**src/hdl/crcp_pkg.sv**
```systemverilog
package crcp_pkg;

    // register byte offsets
    localparam logic [7:0] CRCP_MODE_OFS = 8'h00;
    localparam logic [7:0] CRCP_SEED_OFS = 8'h04;
    localparam logic [7:0] CRCP_SUM_OFS = 8'h08;
    localparam logic [7:0] CRCP_DATA_OFS = 8'h0c;
    localparam logic [7:0] CRCP_POLY_OFS = 8'h10;
    localparam logic [7:0] CRCP_STAT_OFS = 8'h14;
    localparam logic [7:0] CRCP_CNT_OFS = 8'h18;

    // mode register fields
    localparam int CRCP_MODE_W = 7;
    localparam int CRCP_SEL_LSB = 0;
    localparam int CRCP_IN_REV_BIT = 2;
    localparam int CRCP_IN_CMP_BIT = 3;
    localparam int CRCP_OUT_REV_BIT = 4;
    localparam int CRCP_OUT_CMP_BIT = 5;
    localparam int CRCP_PROG16_BIT = 6;

    // status register fields
    localparam int CRCP_BUSY_BIT = 0;
    localparam int CRCP_LEFT_LSB = 1;

    // reset values
    localparam logic [6:0] CRCP_MODE_RST = 7'h00;
    localparam logic [31:0] CRCP_SEED_RST = 32'h0000_0000;
    localparam logic [31:0] CRCP_POLY_RST = 32'h04c1_1db7;
    localparam logic [31:0] CRCP_CNT_RST = 32'h0000_0000;

    // fixed generator polynomials, top term implied
    localparam logic [31:0] CRCP_POLY_CCITT = 32'h0000_1021;
    localparam logic [31:0] CRCP_POLY_16 = 32'h0000_8005;
    localparam logic [31:0] CRCP_POLY_32 = 32'h04c1_1db7;

    // result masks per width
    localparam logic [31:0] CRCP_MASK_16 = 32'h0000_ffff;
    localparam logic [31:0] CRCP_MASK_32 = 32'hffff_ffff;

    // bytes still to absorb after the accepting cycle
    localparam logic [1:0] CRCP_LEFT_BYTE = 2'h0;
    localparam logic [1:0] CRCP_LEFT_HALF = 2'h1;
    localparam logic [1:0] CRCP_LEFT_WORD = 2'h3;

    typedef enum logic [1:0] {
        CRCP_SEL_CCITT,
        CRCP_SEL_16,
        CRCP_SEL_32,
        CRCP_SEL_PROG
    } crcp_sel_t;

endpackage

```
**src/hdl/crcp_byte_step.sv**
```systemverilog
`timescale 1ns/1ps
// one byte folded into the checksum, msb first
module crcp_byte_step (
    input wire logic [31:0] crc_in,
    input wire logic [7:0] data_in,
    input wire logic [31:0] poly,
    input wire logic wide,
    output logic [31:0] crc_out
);
    always_comb begin
        logic [31:0] c;
        logic fb;
        c = crc_in;
        fb = 1'b0;
        for (int i = 7; i >= 0; i--) begin
            fb = (wide ? c[31] : c[15]) ^ data_in[i];
            c = {c[30:0], 1'b0} ^ (fb ? poly : 32'h0000_0000);
            if (!wide) begin
                c = c & crcp_pkg::CRCP_MASK_16;
            end
        end
        crc_out = c;
    end
endmodule

```
**src/hdl/crcp_out_fmt.sv**
```systemverilog
`timescale 1ns/1ps
// result presentation: optional reversal and complement
module crcp_out_fmt (
    input wire logic [31:0] acc,
    input wire logic wide,
    input wire logic rev,
    input wire logic cmp,
    output logic [31:0] sum
);
    logic [31:0] rev32;
    logic [15:0] rev16;
    logic [31:0] ordered;
    logic [31:0] mask;

    genvar i;
    generate
        for (i = 0; i < 32; i++) begin : g_r32
            assign rev32[i] = acc[31 - i];
        end
        for (i = 0; i < 16; i++) begin : g_r16
            assign rev16[i] = acc[15 - i];
        end
    endgenerate

    assign mask = wide ? crcp_pkg::CRCP_MASK_32 : crcp_pkg::CRCP_MASK_16;
    // [RULE_02] output bit reversal
    assign ordered = rev ? (wide ? rev32 : {16'h0000, rev16}) : (acc & mask);
    // [RULE_03] output complement
    assign sum = cmp ? (ordered ^ mask) : ordered;
endmodule

```
**src/hdl/crcp_top.sv**
```systemverilog
// Decided for this implementation: the APB slave port and the placing of the registers.
`timescale 1ns/1ps
// Contract
// [RULE_01] three fixed polynomials: ccitt, crc16, crc32
// [RULE_02] separate bit reversal for input and result
// [RULE_03] separate complement for input and result
// [RULE_04] software loads a starting seed
// [RULE_05] data writes of 8, 16, 32 bits
// [RULE_06] byte write absorbed in one cycle
// [RULE_07] halfword write takes two byte cycles
// [RULE_08] word write takes four byte cycles
// [RULE_09] back to back writes without gaps; multi-byte writes stall the next access until drained plus one cycle
// [RULE_10] software programmable generator polynomial
// [RULE_11] seed restarts; result read after formatting
module crcp_top (
    input wire logic clk,
    input wire logic rstn,
    input wire logic psel,
    input wire logic penable,
    input wire logic pwrite,
    input wire logic [7:0] paddr,
    input wire logic [31:0] pwdata,
    input wire logic [3:0] pstrb,
    output logic [31:0] prdata,
    output logic pready,
    output logic pslverr,
    output logic crc_busy
);

    // bit reversal within one byte
    function automatic logic [7:0] rev8(input logic [7:0] b);
        logic [7:0] r;
        r = 8'h00;
        for (int k = 0; k < 8; k++) begin
            r[k] = b[7 - k];
        end
        return r;
    endfunction

    // lowest enabled lane of a legal strobe
    function automatic logic [1:0] lane_of(input logic [3:0] s);
        logic [1:0] l;
        l = 2'h0;
        if (s == 4'h2) begin
            l = 2'h1;
        end else if (s == 4'h4 || s == 4'hc) begin
            l = 2'h2;
        end else if (s == 4'h8) begin
            l = 2'h3;
        end
        return l;
    endfunction

    // bytes left after the first, per strobe
    function automatic logic [1:0] left_of(input logic [3:0] s);
        logic [1:0] n;
        n = crcp_pkg::CRCP_LEFT_BYTE;
        if (s == 4'h3 || s == 4'hc) begin
            n = crcp_pkg::CRCP_LEFT_HALF;
        end else if (s == 4'hf) begin
            n = crcp_pkg::CRCP_LEFT_WORD;
        end
        return n;
    endfunction

    // strobe forms a byte, aligned halfword or word
    function automatic logic strb_legal(input logic [3:0] s);
        return (s == 4'h1) || (s == 4'h2) || (s == 4'h4) || (s == 4'h8) ||
            (s == 4'h3) || (s == 4'hc) || (s == 4'hf);
    endfunction

    logic [6:0] mode_r;
    logic [6:0] mode_nxt;
    logic [31:0] poly_r;
    logic [31:0] poly_nxt;
    logic [31:0] acc_r;
    logic [31:0] acc_nxt;
    logic [23:0] queue_r;
    logic [23:0] queue_nxt;
    logic [1:0] left_r;
    logic [1:0] left_nxt;
    logic [31:0] cnt_r;
    logic [31:0] cnt_nxt;
    logic [31:0] rdata_r;
    logic [31:0] rdata_nxt;
    logic gate_r;
    logic gate_nxt;

    // address decode
    wire hit_mode = (paddr == crcp_pkg::CRCP_MODE_OFS);
    wire hit_seed = (paddr == crcp_pkg::CRCP_SEED_OFS);
    wire hit_sum = (paddr == crcp_pkg::CRCP_SUM_OFS);
    wire hit_data = (paddr == crcp_pkg::CRCP_DATA_OFS);
    wire hit_poly = (paddr == crcp_pkg::CRCP_POLY_OFS);
    wire hit_stat = (paddr == crcp_pkg::CRCP_STAT_OFS);
    wire hit_cnt = (paddr == crcp_pkg::CRCP_CNT_OFS);
    wire hit_any = hit_mode | hit_seed | hit_sum | hit_data | hit_poly | hit_stat | hit_cnt;
    wire size_ok = strb_legal(pstrb);
    wire bad_acc = ~hit_any | (pwrite & hit_data & ~size_ok);

    // handshake
    wire busy = (left_r != crcp_pkg::CRCP_LEFT_BYTE);
    wire access = psel & penable;
    // [RULE_09] stall while earlier bytes drain and for one cycle after
    assign pready = access & gate_r & ~busy;
    assign pslverr = pready & bad_acc;
    wire xfer_ok = pready & ~bad_acc;
    wire wr_ok = xfer_ok & pwrite;

    // mode fields
    wire [1:0] sel_raw = mode_r[crcp_pkg::CRCP_SEL_LSB +: 2];
    wire in_rev = mode_r[crcp_pkg::CRCP_IN_REV_BIT];
    wire in_cmp = mode_r[crcp_pkg::CRCP_IN_CMP_BIT];
    wire out_rev = mode_r[crcp_pkg::CRCP_OUT_REV_BIT];
    wire out_cmp = mode_r[crcp_pkg::CRCP_OUT_CMP_BIT];
    wire prog16 = mode_r[crcp_pkg::CRCP_PROG16_BIT];
    wire is_ccitt = (sel_raw == crcp_pkg::CRCP_SEL_CCITT);
    wire is_16 = (sel_raw == crcp_pkg::CRCP_SEL_16);
    wire is_32 = (sel_raw == crcp_pkg::CRCP_SEL_32);
    wire is_prog = (sel_raw == crcp_pkg::CRCP_SEL_PROG);

    // [RULE_01] fixed polynomial choice
    wire [31:0] poly_fix = is_ccitt ? crcp_pkg::CRCP_POLY_CCITT :
        (is_16 ? crcp_pkg::CRCP_POLY_16 : crcp_pkg::CRCP_POLY_32);
    // [RULE_10] programmable polynomial path
    wire [31:0] poly_use = is_prog ? poly_r : poly_fix;
    wire wide = is_32 | (is_prog & ~prog16);
    wire [31:0] width_mask = wide ? crcp_pkg::CRCP_MASK_32 : crcp_pkg::CRCP_MASK_16;

    // [RULE_05] width taken from byte strobes
    wire data_go = wr_ok & hit_data;
    wire [1:0] lane = lane_of(pstrb);
    wire [31:0] data_sh = pwdata >> {lane, 3'b000};

    // [RULE_06] first byte absorbed on the accepting edge
    wire [7:0] byte_raw = data_go ? data_sh[7:0] : queue_r[7:0];
    // [RULE_02] input bit reversal
    wire [7:0] byte_ord = in_rev ? rev8(byte_raw) : byte_raw;
    // [RULE_03] input complement
    wire [7:0] byte_use = in_cmp ? ~byte_ord : byte_ord;
    wire step_en = data_go | busy;

    logic [31:0] step_out;
    logic [31:0] sum;

    crcp_byte_step u_step (
        .crc_in(acc_r),
        .data_in(byte_use),
        .poly(poly_use),
        .wide(wide),
        .crc_out(step_out)
    );

    // [RULE_11] result formatted on read
    crcp_out_fmt u_fmt (
        .acc(acc_r),
        .wide(wide),
        .rev(out_rev),
        .cmp(out_cmp),
        .sum(sum)
    );

    // register writes
    assign mode_nxt = (wr_ok & hit_mode) ? pwdata[crcp_pkg::CRCP_MODE_W - 1:0] : mode_r;
    assign poly_nxt = (wr_ok & hit_poly) ? pwdata : poly_r;

    // [RULE_04] seed load into the accumulator
    wire seed_go = wr_ok & hit_seed;
    // [RULE_11] seed restarts the computation
    assign acc_nxt = seed_go ? (pwdata & width_mask) : (step_en ? step_out : acc_r);

    // [RULE_07] remaining bytes queued, one per cycle
    assign queue_nxt = data_go ? data_sh[31:8] : (busy ? {8'h00, queue_r[23:8]} : queue_r);
    // [RULE_08] word leaves three more byte cycles
    assign left_nxt = data_go ? left_of(pstrb) : (busy ? left_r - 2'h1 : left_r);

    // absorbed byte count, restarted by a seed
    assign cnt_nxt = seed_go ? crcp_pkg::CRCP_CNT_RST :
        (step_en ? cnt_r + 32'h0000_0001 : cnt_r);

    // ready given only in the cycle after one with psel high and no bytes draining, so a read sees a settled sum
    assign gate_nxt = psel & ~busy;
    wire [31:0] stat_val = {29'h0000_0000, left_r, busy};
    assign rdata_nxt = hit_mode ? {25'h000_0000, mode_r} :
        hit_seed ? 32'h0000_0000 :
        hit_sum ? sum :
        hit_poly ? poly_r :
        hit_stat ? stat_val :
        hit_cnt ? cnt_r : 32'h0000_0000;

    assign prdata = rdata_r;
    assign crc_busy = busy;

    always_ff @(posedge clk or negedge rstn) begin
        if (!rstn) begin
            mode_r <= crcp_pkg::CRCP_MODE_RST;
            poly_r <= crcp_pkg::CRCP_POLY_RST;
            acc_r <= crcp_pkg::CRCP_SEED_RST;
        end else begin
            mode_r <= mode_nxt;
            poly_r <= poly_nxt;
            acc_r <= acc_nxt;
        end
    end

    always_ff @(posedge clk or negedge rstn) begin
        if (!rstn) begin
            queue_r <= 24'h00_0000;
            left_r <= crcp_pkg::CRCP_LEFT_BYTE;
            cnt_r <= crcp_pkg::CRCP_CNT_RST;
        end else begin
            queue_r <= queue_nxt;
            left_r <= left_nxt;
            cnt_r <= cnt_nxt;
        end
    end

    always_ff @(posedge clk or negedge rstn) begin
        if (!rstn) begin
            rdata_r <= 32'h0000_0000;
            gate_r <= 1'b0;
        end else begin
            rdata_r <= rdata_nxt;
            gate_r <= gate_nxt;
        end
    end

endmodule

```
**config.mk**
```make
export PLATFORM = sky130hd
export DESIGN_NAME = crcp_top
export DESIGN_NICKNAME = d
export VERILOG_FILES = /design/src/hdl/crcp_pkg.sv /design/src/hdl/crcp_byte_step.sv /design/src/hdl/crcp_out_fmt.sv /design/src/hdl/crcp_top.sv
export SDC_FILE = /design/constraint.sdc
export NUM_CORES = 1
export LEC_CHECK = 0
export BUFFER_PORTS_ARGS = -buffer_cell sky130_fd_sc_hd__buf_2
export CORE_MARGIN = 1.5
export CORE_UTILIZATION = 52
export DETAILED_ROUTE_END_ITERATION = 10
export MAX_ROUTING_LAYER = met4
export PLACE_DENSITY_LB_ADDON = 0.1
export SLEW_MARGIN = 20
export SYNTH_ARGS = -nofsm -noshare
export SYNTH_HDL_FRONTEND = slang
export SYNTH_SLANG_ARGS = --single-unit
```
**constraint.sdc**
```tcl
create_clock -name clk -period 8.9 [get_ports clk]
set_input_delay 0.89 -clock clk [delete_from_list [all_inputs] [get_ports clk]]
set_output_delay 0.89 -clock clk [all_outputs]
set_load 0.1 [all_outputs]
```
==> results.sh <==
export IMPL_cts_tree="yes"
export IMPL_globalRouteMet2Util=0.5522
export IMPL_crit_fanout=15
export IMPL_coreArea_um2=26800
export IMPL_synthArstFlopShare=1.000
export IMPL_synth_top_cell_by_area="dfrtp_1"
export IMPL_drv_slew=0
export IMPL_grt_util_all_layers=0.3767
export IMPL_die_area_um2=28130
export IMPL_cts_sinks=162
export IMPL_grt_pass1_wl_mm=77.91
export IMPL_use_met1=0.4948
export IMPL_clk_pin_slew_ps=70
export IMPL_fillers=2407
export IMPL_fp_dieH_um=167.7
export IMPL_worst_ep_arrival_time_ps=8840
export IMPL_routed_via_count=13626
export IMPL_finalSetupViolCount=0
export IMPL_grt_busiest_layer="met2"
export IMPL_row_count=60
export IMPL_post_synth_cell_area_avg_um2=8.112
export IMPL_hold_viol=0
export IMPL_ys_warn_count=0
export IMPL_worstMarginPinSlew_ps=914.5
export IMPL_synth_edff_count=0
export IMPL_syn_num_nets=1790
export IMPL_synth_area_leaders="dfrtp_1 26%, xnor2_1 13%, nor2_1 7.2%, nand2_1 5.4%, mux2i_1 5.3%"
export IMPL_synth_top_area_frac=0.2625
export IMPL_synth_distinct_cells=100
export IMPL_worstSetupEndpointType="flop"
export IMPL_period_share=0.9583
export IMPL_min_period_ps=8529
export IMPL_crit_required_ps=9210
export IMPL_drive_gt1_frac=0.1858
export IMPL_tns_ps=0
export IMPL_start_util=0.5264
export IMPL_cp_start_kind="input port"
export IMPL_min_path_type="reg2reg"
export IMPL_vias_per_cell=6.242
export IMPL_drt_iter0_markers=1539
export IMPL_clk_path_buf_depth=2
export IMPL_layout_nets=1879
export IMPL_rsz0062_at_grt="false"
export IMPL_detail_route_antenna_nets=0
export IMPL_dr_pass1_iters=8
export IMPL_numCtsBuffers=17
export IMPL_drc_errors=0
export IMPL_synth_seq_cells=162
export IMPL_status="completed"
export IMPL_port_buffers=83
export IMPL_critPathSlowestCell="or4_4"
export IMPL_die_width_um=167.7
export IMPL_root_buffer="clkbuf_16"
export IMPL_ys_seq_area_frac=0.2886
export IMPL_slew_limit_headroom=0.3904
export IMPL_gr_usage_met3=0.08343
export IMPL_crit_type="in2reg"
export IMPL_fmax_mhz=117.3
export IMPL_antenna_found_initial=1
export IMPL_syn_inst=1739
export IMPL_clk_latency_ps=450
export IMPL_cp_slowest_stage_delay_ps=530
export IMPL_fin_ws_ps=371.3
export IMPL_pin_count=84
export IMPL_dp_cells=2148
export IMPL_maxCapViolCount=0
export IMPL_synth_cell_area_um2=14110
export IMPL_pre_cts_ws_ps=-254.5
export IMPL_wire_per_inst_um=22.98
export IMPL_final_cell_count_no_fill=2183
export IMPL_synth_main_ff_cell="dfrtp_1"
export IMPL_gr_total_overflow=0
export IMPL_grt_pass1_vias=12926
export IMPL_place_hpwl_mm=36.32
export IMPL_finClkSkew_ps=11.63
export IMPL_syn2layout_area_growth_pct=13.78
export IMPL_whs_ps=510.8
export IMPL_grt_max_degree=110
export IMPL_place_gp_congestion=0.9700
export IMPL_cpMostUsedCell="buf_4"
export IMPL_wirelength_mm=50.18
export IMPL_htree_levels=4
-- critical path, delay by kind of cell --
| family | cells | cell delay (ps) |
|---|---|---|
| muxes | 5 | 1670 |
| AOI/OAI and AO/OA | 11 | 2050 |
| xor gates and xnor gates | 1 | 150 |
| and+or+nand+nor | 10 | 3160 |
| buffers and inverters | 5 | 880 |
-- final cells by class --
| cell class | count | area [µm²] | area share |
|---|---|---|---|
| Inverter | 21 | 78.83 | 0.004911 |
| Sequential cell | 162 | 4071 | 0.2536 |
| Multi-Input combinational cell | 1434 | 9642 | 0.6007 |
| Clock buffer | 23 | 467.9 | 0.02915 |
| Antenna cell | 1 | 2.502 | 0.0001559 |
| Timing Repair Buffer | 192 | 1255 | 0.07818 |
| Clock inverter | 9 | 107.6 | 0.006704 |
| Tap cell | 341 | 426.7 | 0.02658 |
-- sequential cells by signal, indices dropped and copies added, names as in the netlist --
| signal | flops |
|---|---|
| queue_r | 24 |
| mode_r | 7 |
| cnt_r | 32 |
| gate_r | 1 |
| left_r | 2 |
| prdata | 32 |
| acc_r | 32 |
| poly_r | 32 |
-- worst paths after layout --
| check | from | endpoint | slack [ps] | cells past startpoint |
|---|---|---|---|---|
| worst min-delay path | queue_r[23] | queue_r[15] | 510 | 2 |
| worst min register to register | queue_r[23] | queue_r[15] | 510 | 2 |
| worst max register to register | left_r[0] | acc_r[28] | 690 | 33 |
| min in group asynchronous | rstn | cnt_r[4] | 550 | 1 |
| max in group asynchronous | rstn | poly_r[25] | 7030 | 2 |
| worst max-delay path | paddr[0] | acc_r[28] | 370 | 32 |
-- what timing repair did --
action / in CTS / in global routing
endpoints found under the setup margin: 0 / 32
gates resized for setup: 0 / 24
setup buffers: 0 / 2
hold buffers: 0 / 0
-- metal layers --
| metal | wire length [µm] | share of wire |
|---|---|---|
| met1 | 20780 | 0.41 |
| met2 | 21960 | 0.44 |
| met5 | 0 | 0 |
| met3 | 5118 | 0.10 |
| met4 | 2322 | 0.046 |
-- placed cells by master (no fill, tap or decap), types with 44 or more instances in the layout --
cell     count
buf_2       82
mux2i_1     71
o21ai_1     44
buf_4      108
nand3_1     47
o21ai_0     81
dfrtp_1    148
a21oi_1     48
xor2_1      80
xnor2_1    215
nor2_1     266
nand2_1    201
-- cell families (layout without fill, tap and decap cells) --
| group | Yosys count | in the layout | share of synthesized area |
|---|---|---|---|
| xor+xnor | 302 | 302 | 0.1915 |
| flops | 162 | 162 | 0.2886 |
| fa+ha+maj | 2 | 2 | 0.001774 |
| compound gates | 345 | 345 | 0.1690 |
| mux | 118 | 118 | 0.09517 |
| other cells | 0 | 1 | 0 |
| buf+inv | 143 | 245 | 0.04097 |
| simple gates | 667 | 667 | 0.2130 |
-- synthesized netlist by cell type (8+ instances only) --
| library cell | number |
|---|---|
| nor2_1 | 269 |
| xnor2_1 | 216 |
| nand2_1 | 202 |
| dfrtp_1 | 148 |
| clkbuf_1 | 83 |
| o21ai_0 | 83 |
| xor2_1 | 81 |
| mux2i_1 | 74 |
| a21oi_1 | 48 |
| nand3_1 | 47 |
| o21ai_1 | 43 |
| a22oi_1 | 35 |
| mux2_2 | 30 |
| nand4_1 | 30 |
| o22ai_1 | 27 |
| nor3_1 | 23 |
| and3_1 | 22 |
| buf_1 | 22 |
| inv_1 | 20 |
| dfstp_2 | 14 |
| or3_1 | 14 |
| buf_2 | 11 |
| a221oi_1 | 10 |
| nor4_1 | 10 |
| and2_1 | 9 |
| o211ai_1 | 9 |
| a22o_1 | 8 |
| mux4_2 | 8 |
-- metrics by stage --
stage	util	instance area, µm²
floorplan	-	14110
global placement	0.5715	15320
CTS	0.5930	15890
detailed placement	0.5715	15320
finish	0.5989	16050
global route	0.5989	16050
Power is left out: the tool's default activity adds up to more than one toggle a clock period on the data nets, which glitch-free logic cannot reach.
